File: src/inc/fan_cfg_pkg.sv
/*
  constants of the fan auto-control configuration register bank:
  register offsets, field positions, reset values and code steps.
  assumes nothing of its surroundings.
*/
package fan_cfg_pkg;
  // ************************************************************
  // register offsets
  // ************************************************************
  localparam logic [7:0] LOCAL_OFS_ADDR   = 8'h0D;
  localparam logic [7:0] REMOTE1_OFS_ADDR = 8'h0E;
  localparam logic [7:0] LOCAL_FSS_ADDR   = 8'h24;
  localparam logic [7:0] REMOTE1_FSS_ADDR = 8'h25;
  localparam logic [7:0] REMOTE2_FSS_ADDR = 8'h26;
  localparam logic [7:0] ALERT_REV_ADDR   = 8'h3F;

  // ************************************************************
  // reset values
  // ************************************************************
  localparam logic [7:0] LOCAL_FSS_RST  = 8'h41;
  localparam logic [7:0] REMOTE_FSS_RST = 8'h61;
  localparam logic [7:0] OFS_RST        = 8'h00;
  localparam logic       FULL_EN_RST    = 1'h1;
  localparam logic [3:0] MIN_SPEED_RST  = 4'h5;

  // ************************************************************
  // field positions and code steps
  // ************************************************************
  localparam int START_MSB   = 7;
  localparam int START_LSB   = 3;
  localparam int SPAN_MSB    = 2;
  localparam int SPAN_LSB    = 0;
  localparam int FULL_EN_BIT = 7;
  localparam int REV_MSB     = 3;
  localparam int SIGN_BIT    = 7;
  localparam int MAG_MSB     = 3;
  localparam int START_SHIFT = 2;            // 4 degrees per code step
  localparam logic [3:0] DUTY_FULL = 4'hF;

  typedef enum logic [2:0] {
    SPAN_5  = 3'b000,
    SPAN_10 = 3'b001,
    SPAN_20 = 3'b010,
    SPAN_40 = 3'b011,
    SPAN_80 = 3'b100
  } span_e;
endpackage

File: src/hdl/fan_auto_temp_config_regs.sv
/*
  configuration register bank for automatic fan control: fan start
  temperature and control span per channel, alert full-speed enable,
  revision nibble, reading offsets, plus the duty ramp they steer.
  assumes the management-bus slave sits on ref_clk_i and presents a
  one-cycle read or write strobe with an 8-bit register address; the
  readings and minimum-speed nibbles come from logic on the same clock.
*/
// How it works
// - start field bits 7:3, 4 C per code
// - codes 11110/11111 give 120/124 C
// - span codes 5,10,20,40,80 C; reset 10
// - local start/span resets to 0x41
// - remote start/span registers reset to 0x61
// - each channel ramps from its own set
// - enabled alert low forces full speed; reset 1
// - revision nibble read only, writes ignored
// - sign bit 7: 0 adds, 1 subtracts
// - magnitude bits 3:0, 0 to 15 C
// - remote1 bits 6:4 read zero; offsets reset 0
// - normal-speed nibble is the minimum duty
`timescale 1ns/1ps
`default_nettype none
module fan_auto_temp_config_regs #(
  parameter logic [3:0] REVISION = 4'h3    // arbitrary value
) (
  // clock and reset
  input  wire  logic              ref_clk_i,
  input  wire  logic              nrst_i,
  // register port from the management-bus slave
  input  wire  logic [7:0]        reg_addr_i,
  input  wire  logic              reg_wr_i,
  input  wire  logic              reg_rd_i,
  input  wire  logic [7:0]        reg_wdata_i,
  output logic [7:0]              reg_rdata_o,
  // raw readings, signed whole degrees
  input  wire  logic signed [7:0] local_temp_i,
  input  wire  logic signed [7:0] remote1_temp_i,
  input  wire  logic signed [7:0] remote2_temp_i,
  // minimum speed nibbles of fan 1 and fan 2
  input  wire  logic [3:0]        fan1_min_speed_i,
  input  wire  logic [3:0]        fan2_min_speed_i,
  // over-temperature alert pin, active low, asynchronous
  input  wire  logic              overtemp_alert_pin_n_i,
  // corrected readings
  output logic signed [7:0]       local_temp_o,
  output logic signed [7:0]       remote1_temp_o,
  // duty nibble demanded by each channel
  output logic [3:0]              local_duty_o,
  output logic [3:0]              remote1_duty_o,
  output logic [3:0]              remote2_duty_o,
  output logic                    full_speed_o
);
  // ************************************************************
  // functions
  // ************************************************************
  // apply sign-magnitude offset, saturating to the signed range
  function automatic logic signed [7:0] apply_ofs(input logic signed [7:0] t,
                                                  input logic [7:0] ofs);
    logic signed [9:0] s;
    s = 10'(t);
    if (ofs[fan_cfg_pkg::SIGN_BIT]) begin
      s = s - 10'(ofs[fan_cfg_pkg::MAG_MSB:0]);
    end else begin
      s = s + 10'(ofs[fan_cfg_pkg::MAG_MSB:0]);
    end
    if (s > 10'sd127) begin
      apply_ofs = 8'sh7F;
    end else if (s < -10'sd128) begin
      apply_ofs = 8'sh80;
    end else begin
      apply_ofs = s[7:0];
    end
  endfunction

  // duty for one channel from its own start/span register
  function automatic logic [3:0] ramp(input logic signed [7:0] t,
                                      input logic [7:0] fss,
                                      input logic [3:0] min_spd);
    logic signed [9:0] diff;
    logic [10:0]       prod;
    logic [10:0]       step;
    logic [4:0]        code;
    code = fss[fan_cfg_pkg::START_MSB:fan_cfg_pkg::START_LSB];
    // code n means 4n degrees, all 32 codes up to 124
    diff = 10'(t) - 10'({code, 2'b00});
    prod = 11'(diff[7:0]) * 11'(fan_cfg_pkg::DUTY_FULL - min_spd);
    case (fss[fan_cfg_pkg::SPAN_MSB:fan_cfg_pkg::SPAN_LSB])
      fan_cfg_pkg::SPAN_5:  step = prod / 11'd5;
      fan_cfg_pkg::SPAN_10: step = prod / 11'd10;
      fan_cfg_pkg::SPAN_20: step = prod / 11'd20;
      fan_cfg_pkg::SPAN_40: step = prod / 11'd40;
      // reserved codes behave as the widest span
      default:              step = prod / 11'd80;
    endcase
    if (diff <= 10'sd0) begin
      ramp = min_spd;
    end else if (diff > 10'sd127 || step >= 11'(fan_cfg_pkg::DUTY_FULL - min_spd)) begin
      ramp = fan_cfg_pkg::DUTY_FULL;
    end else begin
      ramp = min_spd + step[3:0];
    end
  endfunction

  // ************************************************************
  // register state
  // ************************************************************
  logic [7:0] local_fss_r, local_fss_nxt;
  logic [7:0] rem1_fss_r,  rem1_fss_nxt;
  logic [7:0] rem2_fss_r,  rem2_fss_nxt;
  logic       full_en_r,   full_en_nxt;
  logic [7:0] local_ofs_r, local_ofs_nxt;
  logic [7:0] rem1_ofs_r,  rem1_ofs_nxt;
  logic [7:0] rdata_r,     rdata_nxt;

  always_comb begin
    local_fss_nxt = local_fss_r;
    rem1_fss_nxt  = rem1_fss_r;
    rem2_fss_nxt  = rem2_fss_r;
    full_en_nxt   = full_en_r;
    local_ofs_nxt = local_ofs_r;
    rem1_ofs_nxt  = rem1_ofs_r;
    if (reg_wr_i) begin
      case (reg_addr_i)
        fan_cfg_pkg::LOCAL_FSS_ADDR:   local_fss_nxt = reg_wdata_i;
        fan_cfg_pkg::REMOTE1_FSS_ADDR: rem1_fss_nxt  = reg_wdata_i;
        fan_cfg_pkg::REMOTE2_FSS_ADDR: rem2_fss_nxt  = reg_wdata_i;
        // only the enable bit is stored; revision bits drop
        fan_cfg_pkg::ALERT_REV_ADDR:   full_en_nxt   = reg_wdata_i[fan_cfg_pkg::FULL_EN_BIT];
        // unused bits 6:4 are never stored
        fan_cfg_pkg::LOCAL_OFS_ADDR:   local_ofs_nxt = reg_wdata_i & 8'h8F;
        fan_cfg_pkg::REMOTE1_OFS_ADDR: rem1_ofs_nxt  = reg_wdata_i & 8'h8F;
        default: ;
      endcase
    end
  end

  // read data held until the next read strobe
  always_comb begin
    rdata_nxt = rdata_r;
    if (reg_rd_i) begin
      case (reg_addr_i)
        fan_cfg_pkg::LOCAL_FSS_ADDR:   rdata_nxt = local_fss_r;
        fan_cfg_pkg::REMOTE1_FSS_ADDR: rdata_nxt = rem1_fss_r;
        fan_cfg_pkg::REMOTE2_FSS_ADDR: rdata_nxt = rem2_fss_r;
        fan_cfg_pkg::ALERT_REV_ADDR:   rdata_nxt = {full_en_r, 3'h0, REVISION};
        fan_cfg_pkg::LOCAL_OFS_ADDR:   rdata_nxt = local_ofs_r;
        fan_cfg_pkg::REMOTE1_OFS_ADDR: rdata_nxt = rem1_ofs_r;
        default:                       rdata_nxt = 8'h00;
      endcase
    end
  end

  always_ff @(posedge ref_clk_i or negedge nrst_i) begin
    if (!nrst_i) begin
      local_fss_r <= fan_cfg_pkg::LOCAL_FSS_RST;
      rem1_fss_r  <= fan_cfg_pkg::REMOTE_FSS_RST;
      rem2_fss_r  <= fan_cfg_pkg::REMOTE_FSS_RST;
      full_en_r   <= fan_cfg_pkg::FULL_EN_RST;
      local_ofs_r <= fan_cfg_pkg::OFS_RST;
      rem1_ofs_r  <= fan_cfg_pkg::OFS_RST;
      rdata_r     <= 8'h00;
    end else begin
      local_fss_r <= local_fss_nxt;
      rem1_fss_r  <= rem1_fss_nxt;
      rem2_fss_r  <= rem2_fss_nxt;
      full_en_r   <= full_en_nxt;
      local_ofs_r <= local_ofs_nxt;
      rem1_ofs_r  <= rem1_ofs_nxt;
      rdata_r     <= rdata_nxt;
    end
  end

  assign reg_rdata_o = rdata_r;

  // ************************************************************
  // alert pin synchroniser
  // ************************************************************
  logic alert_n_meta_r, alert_n_meta_nxt;
  logic alert_n_sync_r, alert_n_sync_nxt;

  always_comb begin
    alert_n_meta_nxt = overtemp_alert_pin_n_i;
    alert_n_sync_nxt = alert_n_meta_r;
  end

  // pin idles high, so reset to the released level
  always_ff @(posedge ref_clk_i or negedge nrst_i) begin
    if (!nrst_i) begin
      alert_n_meta_r <= 1'h1;
      alert_n_sync_r <= 1'h1;
    end else begin
      alert_n_meta_r <= alert_n_meta_nxt;
      alert_n_sync_r <= alert_n_sync_nxt;
    end
  end

  // ************************************************************
  // corrected readings and duty demand
  // ************************************************************
  logic signed [7:0] local_cor_nxt, local_cor_r;
  logic signed [7:0] rem1_cor_nxt,  rem1_cor_r;
  logic [3:0]        l_duty_nxt,    l_duty_r;
  logic [3:0]        r1_duty_nxt,   r1_duty_r;
  logic [3:0]        r2_duty_nxt,   r2_duty_r;
  logic              full_nxt,      full_r;

  always_comb begin
    local_cor_nxt = apply_ofs(local_temp_i, local_ofs_r);
    rem1_cor_nxt  = apply_ofs(remote1_temp_i, rem1_ofs_r);
    full_nxt      = full_en_r & ~alert_n_sync_r;
    // fan 1 follows the local channel, fan 2 the remote ones
    l_duty_nxt    = ramp(local_cor_nxt, local_fss_r, fan1_min_speed_i);
    r1_duty_nxt   = ramp(rem1_cor_nxt, rem1_fss_r, fan2_min_speed_i);
    r2_duty_nxt   = ramp(remote2_temp_i, rem2_fss_r, fan2_min_speed_i);
    if (full_nxt) begin
      l_duty_nxt  = fan_cfg_pkg::DUTY_FULL;
      r1_duty_nxt = fan_cfg_pkg::DUTY_FULL;
      r2_duty_nxt = fan_cfg_pkg::DUTY_FULL;
    end
  end

  always_ff @(posedge ref_clk_i or negedge nrst_i) begin
    if (!nrst_i) begin
      local_cor_r <= 8'sh00;
      rem1_cor_r  <= 8'sh00;
      l_duty_r    <= fan_cfg_pkg::MIN_SPEED_RST;
      r1_duty_r   <= fan_cfg_pkg::MIN_SPEED_RST;
      r2_duty_r   <= fan_cfg_pkg::MIN_SPEED_RST;
      full_r      <= 1'h0;
    end else begin
      local_cor_r <= local_cor_nxt;
      rem1_cor_r  <= rem1_cor_nxt;
      l_duty_r    <= l_duty_nxt;
      r1_duty_r   <= r1_duty_nxt;
      r2_duty_r   <= r2_duty_nxt;
      full_r      <= full_nxt;
    end
  end

  assign local_temp_o   = local_cor_r;
  assign remote1_temp_o = rem1_cor_r;
  assign local_duty_o   = l_duty_r;
  assign remote1_duty_o = r1_duty_r;
  assign remote2_duty_o = r2_duty_r;
  assign full_speed_o   = full_r;
endmodule
`default_nettype wire

File: config.mk
export PLATFORM = sky130hd
export DESIGN_NAME = fan_auto_temp_config_regs
export DESIGN_NICKNAME = d
export VERILOG_FILES = /design/src/inc/fan_cfg_pkg.sv /design/src/hdl/fan_auto_temp_config_regs.sv
export SDC_FILE = /design/constraint.sdc
export NUM_CORES = 1
export LEC_CHECK = 0
export ABC_AREA = 0
export BUFFER_PORTS_ARGS = -buffer_cell sky130_fd_sc_hd__buf_4
export CELL_PAD_IN_SITES_DETAIL_PLACEMENT = 1
export CELL_PAD_IN_SITES_GLOBAL_PLACEMENT = 1
export CORE_MARGIN = 8
export CORE_UTILIZATION = 49
export DETAILED_ROUTE_END_ITERATION = 8
export PLACE_DENSITY = 0.88
export SYNTH_ARGS = -nofsm -noshare
export SYNTH_HDL_FRONTEND = slang
export SYNTH_SLANG_ARGS = --single-unit
export TNS_END_PERCENT = 100
File: constraint.sdc
create_clock -name ref_clk_i -period 30.7 [get_ports ref_clk_i]
set_clock_uncertainty 0.2 [all_clocks]
set_input_delay 6.14 -clock ref_clk_i [delete_from_list [all_inputs] [get_ports ref_clk_i]]
set_output_delay 6.14 -clock ref_clk_i [all_outputs]
set_load 0.005 [all_outputs]
==> results of run 1 <==
[cell usage after synthesis, drive strengths merged (10+ instances only)]
cell / n / area share [%]
clkbuf: 38 / 0.90
fa: 41 / 5.2
and3: 10 / 0.39
or2: 35 / 1.4
nand2b: 40 / 1.6
dfstp: 17 / 2.8
mux2i: 27 / 1.7
xor2: 36 / 2.0
mux2: 78 / 5.6
nand4: 12 / 0.47
dfrtp: 57 / 9.0
o21a: 81 / 3.8
nand3: 34 / 1.1
nor2: 177 / 4.2
o211ai: 21 / 0.99
nor2b: 41 / 1.6
a211oi: 11 / 0.52
inv: 181 / 4.3
a21o: 48 / 2.3
and2: 13 / 0.51
xnor2: 55 / 3.0
o31ai: 21 / 0.99
o22ai: 18 / 0.71
or3: 20 / 0.79
a31oi: 18 / 0.71
nand2: 112 / 2.6
a21oi: 94 / 3.0
ha: 304 / 24
o21ai: 91 / 2.9
nor3: 91 / 2.9
nor3b: 13 / 0.61
[what timing repair did]
item	CTS	global route
pin swaps	0	10
resized for setup	4	67
setup endpoints to repair	4	12
endpoints found under the hold margin	0	0
buffers inserted	0	12
[layout make-up]
cell class,instances,area [µm²],share of cell area (%)
multi-input combinational,1666,13400,75.3
sequential,74,1870,10.5
timing repair buffer,133,998,5.60
inverter,182,688,3.86
tap,408,510,2.86
clock buffer,10,239,1.34
clock inverter,6,88.8,0.498
antenna,1,2.50,0.0140
[per-layer routing]
layer	vias up	part of all wire (%)	global-route usage (%)
met5	-	0	0
met1	7882	41	31.3
li1	7307	-	-
met3	173	4.3	3.72
met2	451	50	49.6
met4	0	4.5	11.8
[cells by family (layout without fill, tap and decap cells)]
logic type,Yosys count,count (layout)
other cells,0,1
mux,105,105
flops,74,74
simple gates,628,628
compound gates,494,494
fa+ha+maj,346,346
buf+inv,229,331
xor+xnor,93,93
[critical path: cells and delay by family]
kind | cells | cell delay [ns]
and+or+nand+nor | 30 | 6.09
AOI/OAI and AO/OA | 50 | 9.51
adders and majority gates | 18 | 6.15
muxes | 2 | 0.64
xor gates and xnor gates | 3 | 0.57
buffers and inverters | 6 | 0.61
[sequential cells by signal, summed over array words and instances (netlist names)]
| register | count |
|---|---|
| local_fss_r | 8 |
| local_temp_o | 8 |
| reg_rdata_o | 8 |
| rem1_fss_r | 8 |
| rem2_fss_r | 8 |
| remote1_temp_o | 8 |
| local_ofs_r | 5 |
| rem1_ofs_r | 5 |
| local_duty_o | 4 |
| remote1_duty_o | 4 |
| remote2_duty_o | 4 |
| alert_n_meta_r | 1 |
| alert_n_sync_r | 1 |
| full_en_r | 1 |
| full_speed_o | 1 |
[path summary, 6_finish.rpt]
path / startpoint / end / cells past startpoint / slack, ns
max: remote1_temp_i[0] / remote1_duty_o[3]$_DFF_PN0_ / 109 / 0.90
min: alert_n_meta_r$_DFF_PN1_ / alert_n_sync_r$_DFF_PN1_ / 0 / 0.17
max reg2reg: rem1_ofs_r[1]$_DFFE_PN0P_ / remote1_duty_o[3]$_DFF_PN0_ / 107 / 5.79
min reg2reg: alert_n_meta_r$_DFF_PN1_ / alert_n_sync_r$_DFF_PN1_ / 0 / 0.17
max in group asynchronous: nrst_i / local_fss_r[1]$_DFFE_PN0P_ / 2 / 23.78
min in group asynchronous: nrst_i / remote1_temp_o[0]$_DFF_PN0_ / 1 / 5.41
[metrics by stage]
step / hold WS, ns / utilization [%] / TNS (ns) / instance area (µm²)
2_1_floorplan: 0.145 / - / 0 / 15900
3_5_place_dp: 0.156 / 53.1 / -2.29 / 17100
6_report: 0.167 / 55.3 / 0 / 17800
3_3_place_gp: 0.153 / 53.1 / 0 / 17100
4_1_cts: 0.165 / 54.2 / 0 / 17400
5_1_grt: 0.167 / 55.3 / -1.97 / 17800
==> results.md, run 1 <==
- Drt first pass iters: 6
- Setup slack after placement: -0.586 ns
- Worst path required time: 30.70 ns
- Worst-path maximum fanout: 11
- Gate Count Post-Synth: 1969
- DR DRC count: 0
- Cells after DPL: 2451
- Chip Height: 196 µm
- Global route overflow: 0
- Non-filler cells, final: 2480
- Std-Cell Rows: 66
- Syn Std Cell Area: 15900 µm²
- Die X: 196 µm
- Initial DRC count: 814
- CP Capture Type: flip-flop
- Gpl congestion: 0.895
- Largest stage delay on the critical path: 0.61 ns
- Mux contribution to synthesized area: 7.37%
- Cell mode on critical path: ha_1
- Final Max Slew Viols: 0
- Ys async rst share: 100%
- Initial Util: 49.3%
- Dominant synthesized flop cell: dfrtp_1
- Worst min path class: flip-flop to flip-flop
- Post-synth EDFFs: 0
- Clock Latency Late Sink: 0.36 ns
- H-tree levels: 3
- Synth Area in XOR/XNOR: 5.30%
- IO Port Bufs: 89
- Layout cell share with drive strength beyond 1: 16.5%
- Die ar.: 38400 µm²
- Final min period: 29.80 ns
- Synth Area in Adders: 29.2%
- Max cap viols: 0
- Clock sink count: 74
- CTS root buffer: clkbuf_16
- Synth warnings: 0
- # fillers: 3903
- Vias in the first global route: 16850
- Drt via density: 6.38
- CTS tree: yes
- Cell variety after synth: 84
- Num ports: 90
- First-pass GRT wire length: 86000 µm
- Initial antenna violation count: 1
- Post-synthesis sequential area ratio: 11.8%
- Slew of the pin with the lowest slew margin: 1.23 ns
- Critical path type: input port to flip-flop
- Area Overhead vs Synth: 12.2%
- Most frequent cells in the layout: 304 x ha_1, 181 x inv_1, 170 x nor2_1, 133 x buf_4, 111 x nand2_1
- Synth Area in Compound Gates: 20.9%
- Final setup viols: 0
- Slew HR: 17.5%
- Mean routed wirelength per cell: 22.2 µm
- Avg Cell Area, Syn: 8.07 µm²
- Post-synthesis simple-gate area fraction: 19.8%
- Slowest cell on crit path: or4b_2
- Core ar.: 32200 µm²
- Max clock buf depth: 2
- Status: complete, no violations
- NumNets Final: 2464
- FF+latch count, synth: 74
- Tot GR Track Use: 27.2%
- Maximum clock rate: 33.6 MHz
- ANT nets after route: 0
- DR vias: 15813
- Crit path launch type: input port
- Post-CTS Hold Fix Bufs: 0
- Syn_nets: 2367
- Worst EP arrival: 29.79 ns
- Pin count of the biggest net entering global routing: 66
- Worst-path clk slew: 0.06 ns
- Main combinational cell family by area after synthesis: adder cells
- Most common cell after layout, fill and taps aside: ha_1
- Drt total wl: 55000 µm
- DP HPWL: 43000 µm
- Worst setup margin: 0.905 ns
- Cts bufs inserted: 9
- Final Cycle Share: 97.1%
- Final Hold Viols: 0
Power of run 1 is left out: the tool's default activity adds up to more than one toggle a clock period on the data nets, which glitch-free logic cannot reach.
==> run 2: changes to the inputs <==
--- a/config.mk
+++ b/config.mk
@@ -5,7 +5,6 @@
 export SDC_FILE = /design/constraint.sdc
 export NUM_CORES = 1
 export LEC_CHECK = 0
-export ABC_AREA = 0
 export BUFFER_PORTS_ARGS = -buffer_cell sky130_fd_sc_hd__buf_4
 export CELL_PAD_IN_SITES_DETAIL_PLACEMENT = 1
 export CELL_PAD_IN_SITES_GLOBAL_PLACEMENT = 1
==> constraint.sdc (replaced) <==
create_clock -name ref_clk_i -period 30.7 [get_ports ref_clk_i]
set_clock_uncertainty 0.2 [all_clocks]
set_input_delay 3.07 -clock ref_clk_i [delete_from_list [all_inputs] [get_ports ref_clk_i]]
set_output_delay 3.07 -clock ref_clk_i [all_outputs]
set_load 0.005 [all_outputs]
==> run 2 against run 1 <==
Net effect:
- routed wire length is 6.2% lower
- final cell count shrank 1.5%
- via count fell by 2.8%
- global-route usage decreased by 1.1 points
- count of clock-buffer cells in the layout up 2
- setup slack improved by 0.71 ns
- worst hold slack worse by 0.0016 ns
- non-clock buffer count is 38 lower
- flip-flop and latch count stayed put
- critical path depth rose by 3
- sequential share of layout area up 0.33 points
==> results.md, run 2 (same netlist as run 1, synthesis figures left out) <==
- Max cap viols: 0 (unchanged)
- Slew of the pin with the lowest slew margin: 1.05 ns (-0.173 ns)
- Mean routed wirelength per cell: 21.1 µm (-4.7%)
- Setup slack after placement: 0.424 ns (+1.01 ns)
- Core ar.: 32200 µm² (unchanged)
- ANT nets after route: 0 (unchanged)
- Worst-path clk slew: 0.06 ns (about the same)
- Worst setup margin: 1.61 ns (+0.710 ns)
- DR DRC count: 0 (unchanged)
- Fin Hold WS: 0.165 ns (-0.00162 ns)
- Vias in the first global route: 16557 (-1.7%)
- # fillers: 3983 (+2.0%)
- Initial Util: 49.3% (unchanged)
- H-tree levels: 3 (unchanged)
- # Post-CTS Setup Buffers: 0 (unchanged)
- Final Cycle Share: 94.7% (-2.3 points)
- Cell mode on critical path: ha_1
- CP Capture Type: flip-flop
- Most common cell after layout, fill and taps aside: ha_1
- Worst path required time: 30.71 ns (about the same)
- Area Overhead vs Synth: 8.73%
- Buf+Inv Stages, Crit Path: 6 (unchanged)
- Critical path type: input port to flip-flop
- Slowest cell on crit path: a2111oi_1
- CTS root buffer: clkbuf_16
- Chip Height: 196 µm (unchanged)
- Crit path launch type: input port
- NumNets Final: 2426 (-1.5%)
- Clock Latency Late Sink: 0.36 ns (about the same)
- Max clock buf depth: 2 (unchanged)
- Layout cell share with drive strength beyond 1: 12.9% (-3.6 points)
- Clock sink count: 74 (unchanged)
- Worst-path maximum fanout: 12 (+1)
- Maximum clock rate: 34.4 MHz (+2.4%)
- Drt first pass iters: 7 (+1)
- Gpl congestion: 0.883 (-1.3%)
- Die X: 196 µm (unchanged)
- Final setup viols: 0 (unchanged)
- Cts bufs inserted: 9 (unchanged)
- Largest stage delay on the critical path: 0.71 ns (+0.10 ns)
- CTS tree: yes
- Tot GR Track Use: 26.1% (-1.1 points)
- Worst min path class: flip-flop to flip-flop
- Top Family by Delay on Critical Path: compound AO/OA/AOI/OAI gates
- DP HPWL: 42100 µm (-2.2%)
- Cells after DPL: 2425 (-1.1%)
- Std-Cell Rows: 66 (unchanged)
- Drt total wl: 51600 µm (-6.2%)
- Slew HR: 29.7% (+12 points)
- FF-to-FF Start: rem1_ofs_r[0]$_DFFE_PN0P_
- Drt via density: 6.29 (-1.3%)
- Hold wc startpoint: alert_n_meta_r$_DFF_PN1_
- Die ar.: 38400 µm² (unchanged)
- DR vias: 15369 (-2.8%)
- Final Hold Viols: 0 (unchanged)
- Num ports: 90 (unchanged)
- Status: complete, no violations
- Post-CTS Hold Fix Bufs: 0 (unchanged)
- Most frequent cells in the layout: 304 x ha_1, 181 x inv_1, 176 x nor2_1, 112 x nand2_1, 95 x buf_4
- Non-filler cells, final: 2442 (-1.5%)
- Pin count of the biggest net entering global routing: 75 (+14%)
- Final Max Slew Viols: 0 (unchanged)
- IO Port Bufs: 89 (unchanged)
- Final min period: 29.09 ns (-0.710 ns)
- First-pass GRT wire length: 82800 µm (-3.8%)
- Initial DRC count: 925 (+14%)
- Global route overflow: 0 (unchanged)
- Crit path launch: remote1_temp_i[0]
- Worst EP arrival: 29.09 ns (-0.70 ns)
- Initial antenna violation count: 1 (unchanged)
==> run 2: area by class of cell <==
class	count	area [µm²]	area share [%]
multi-input combinational	1666	13200	76.2
sequential	74	1870	10.8
timing repair buffer	95	713	4.13
inverter	182	688	3.98
tap	408	510	2.96
clock buffer	12	246	1.43
clock inverter	4	73.8	0.427
antenna	1	2.50	0.0145
==> run 2: per-layer routing <==
metal  part of all wire (%)  vias to the layer above  global-route usage, %
met3                    3.0                      138                   2.72
met2                     51                      352                   48.3
met1                     42                     7661                   30.0
met4                    4.3                        0                   11.4
met5                      0                        -                      0
li1                       -                     7218                      -
==> run 2: worst paths after layout <==
kind | end | slack, ns | cells after the start
min | alert_n_sync_r$_DFF_PN1_ | 0.17 | 0
max in group asynchronous | reg_rdata_o[4]$_DFFE_PN0P_ | 26.94 | 1
max reg2reg | remote1_duty_o[3]$_DFF_PN0_ | 3.68 | 110
min reg2reg | alert_n_sync_r$_DFF_PN1_ | 0.17 | 0
max | remote1_duty_o[3]$_DFF_PN0_ | 1.61 | 112
min in group asynchronous | remote1_temp_o[0]$_DFF_PN0_ | 2.66 | 1
==> run 2: timing repair <==
item	4_1_cts	5_1_grt
hold endpoints to repair	0	0
endpoints found under the setup margin	0	8
resized for setup	0	13
==> run 2: per-stage QoR <==
step                      TNS (ns)  instance area (µm²)  util [%]
final                            0                17300      53.6
after global routing       -0.0380                17300      53.6
after CTS                        0                17200      53.5
after detailed placement         0                16900      52.5
after global placement           0                16900      52.5
after floorplan                  0                15900         -
Power of run 2 is left out for the same reason.
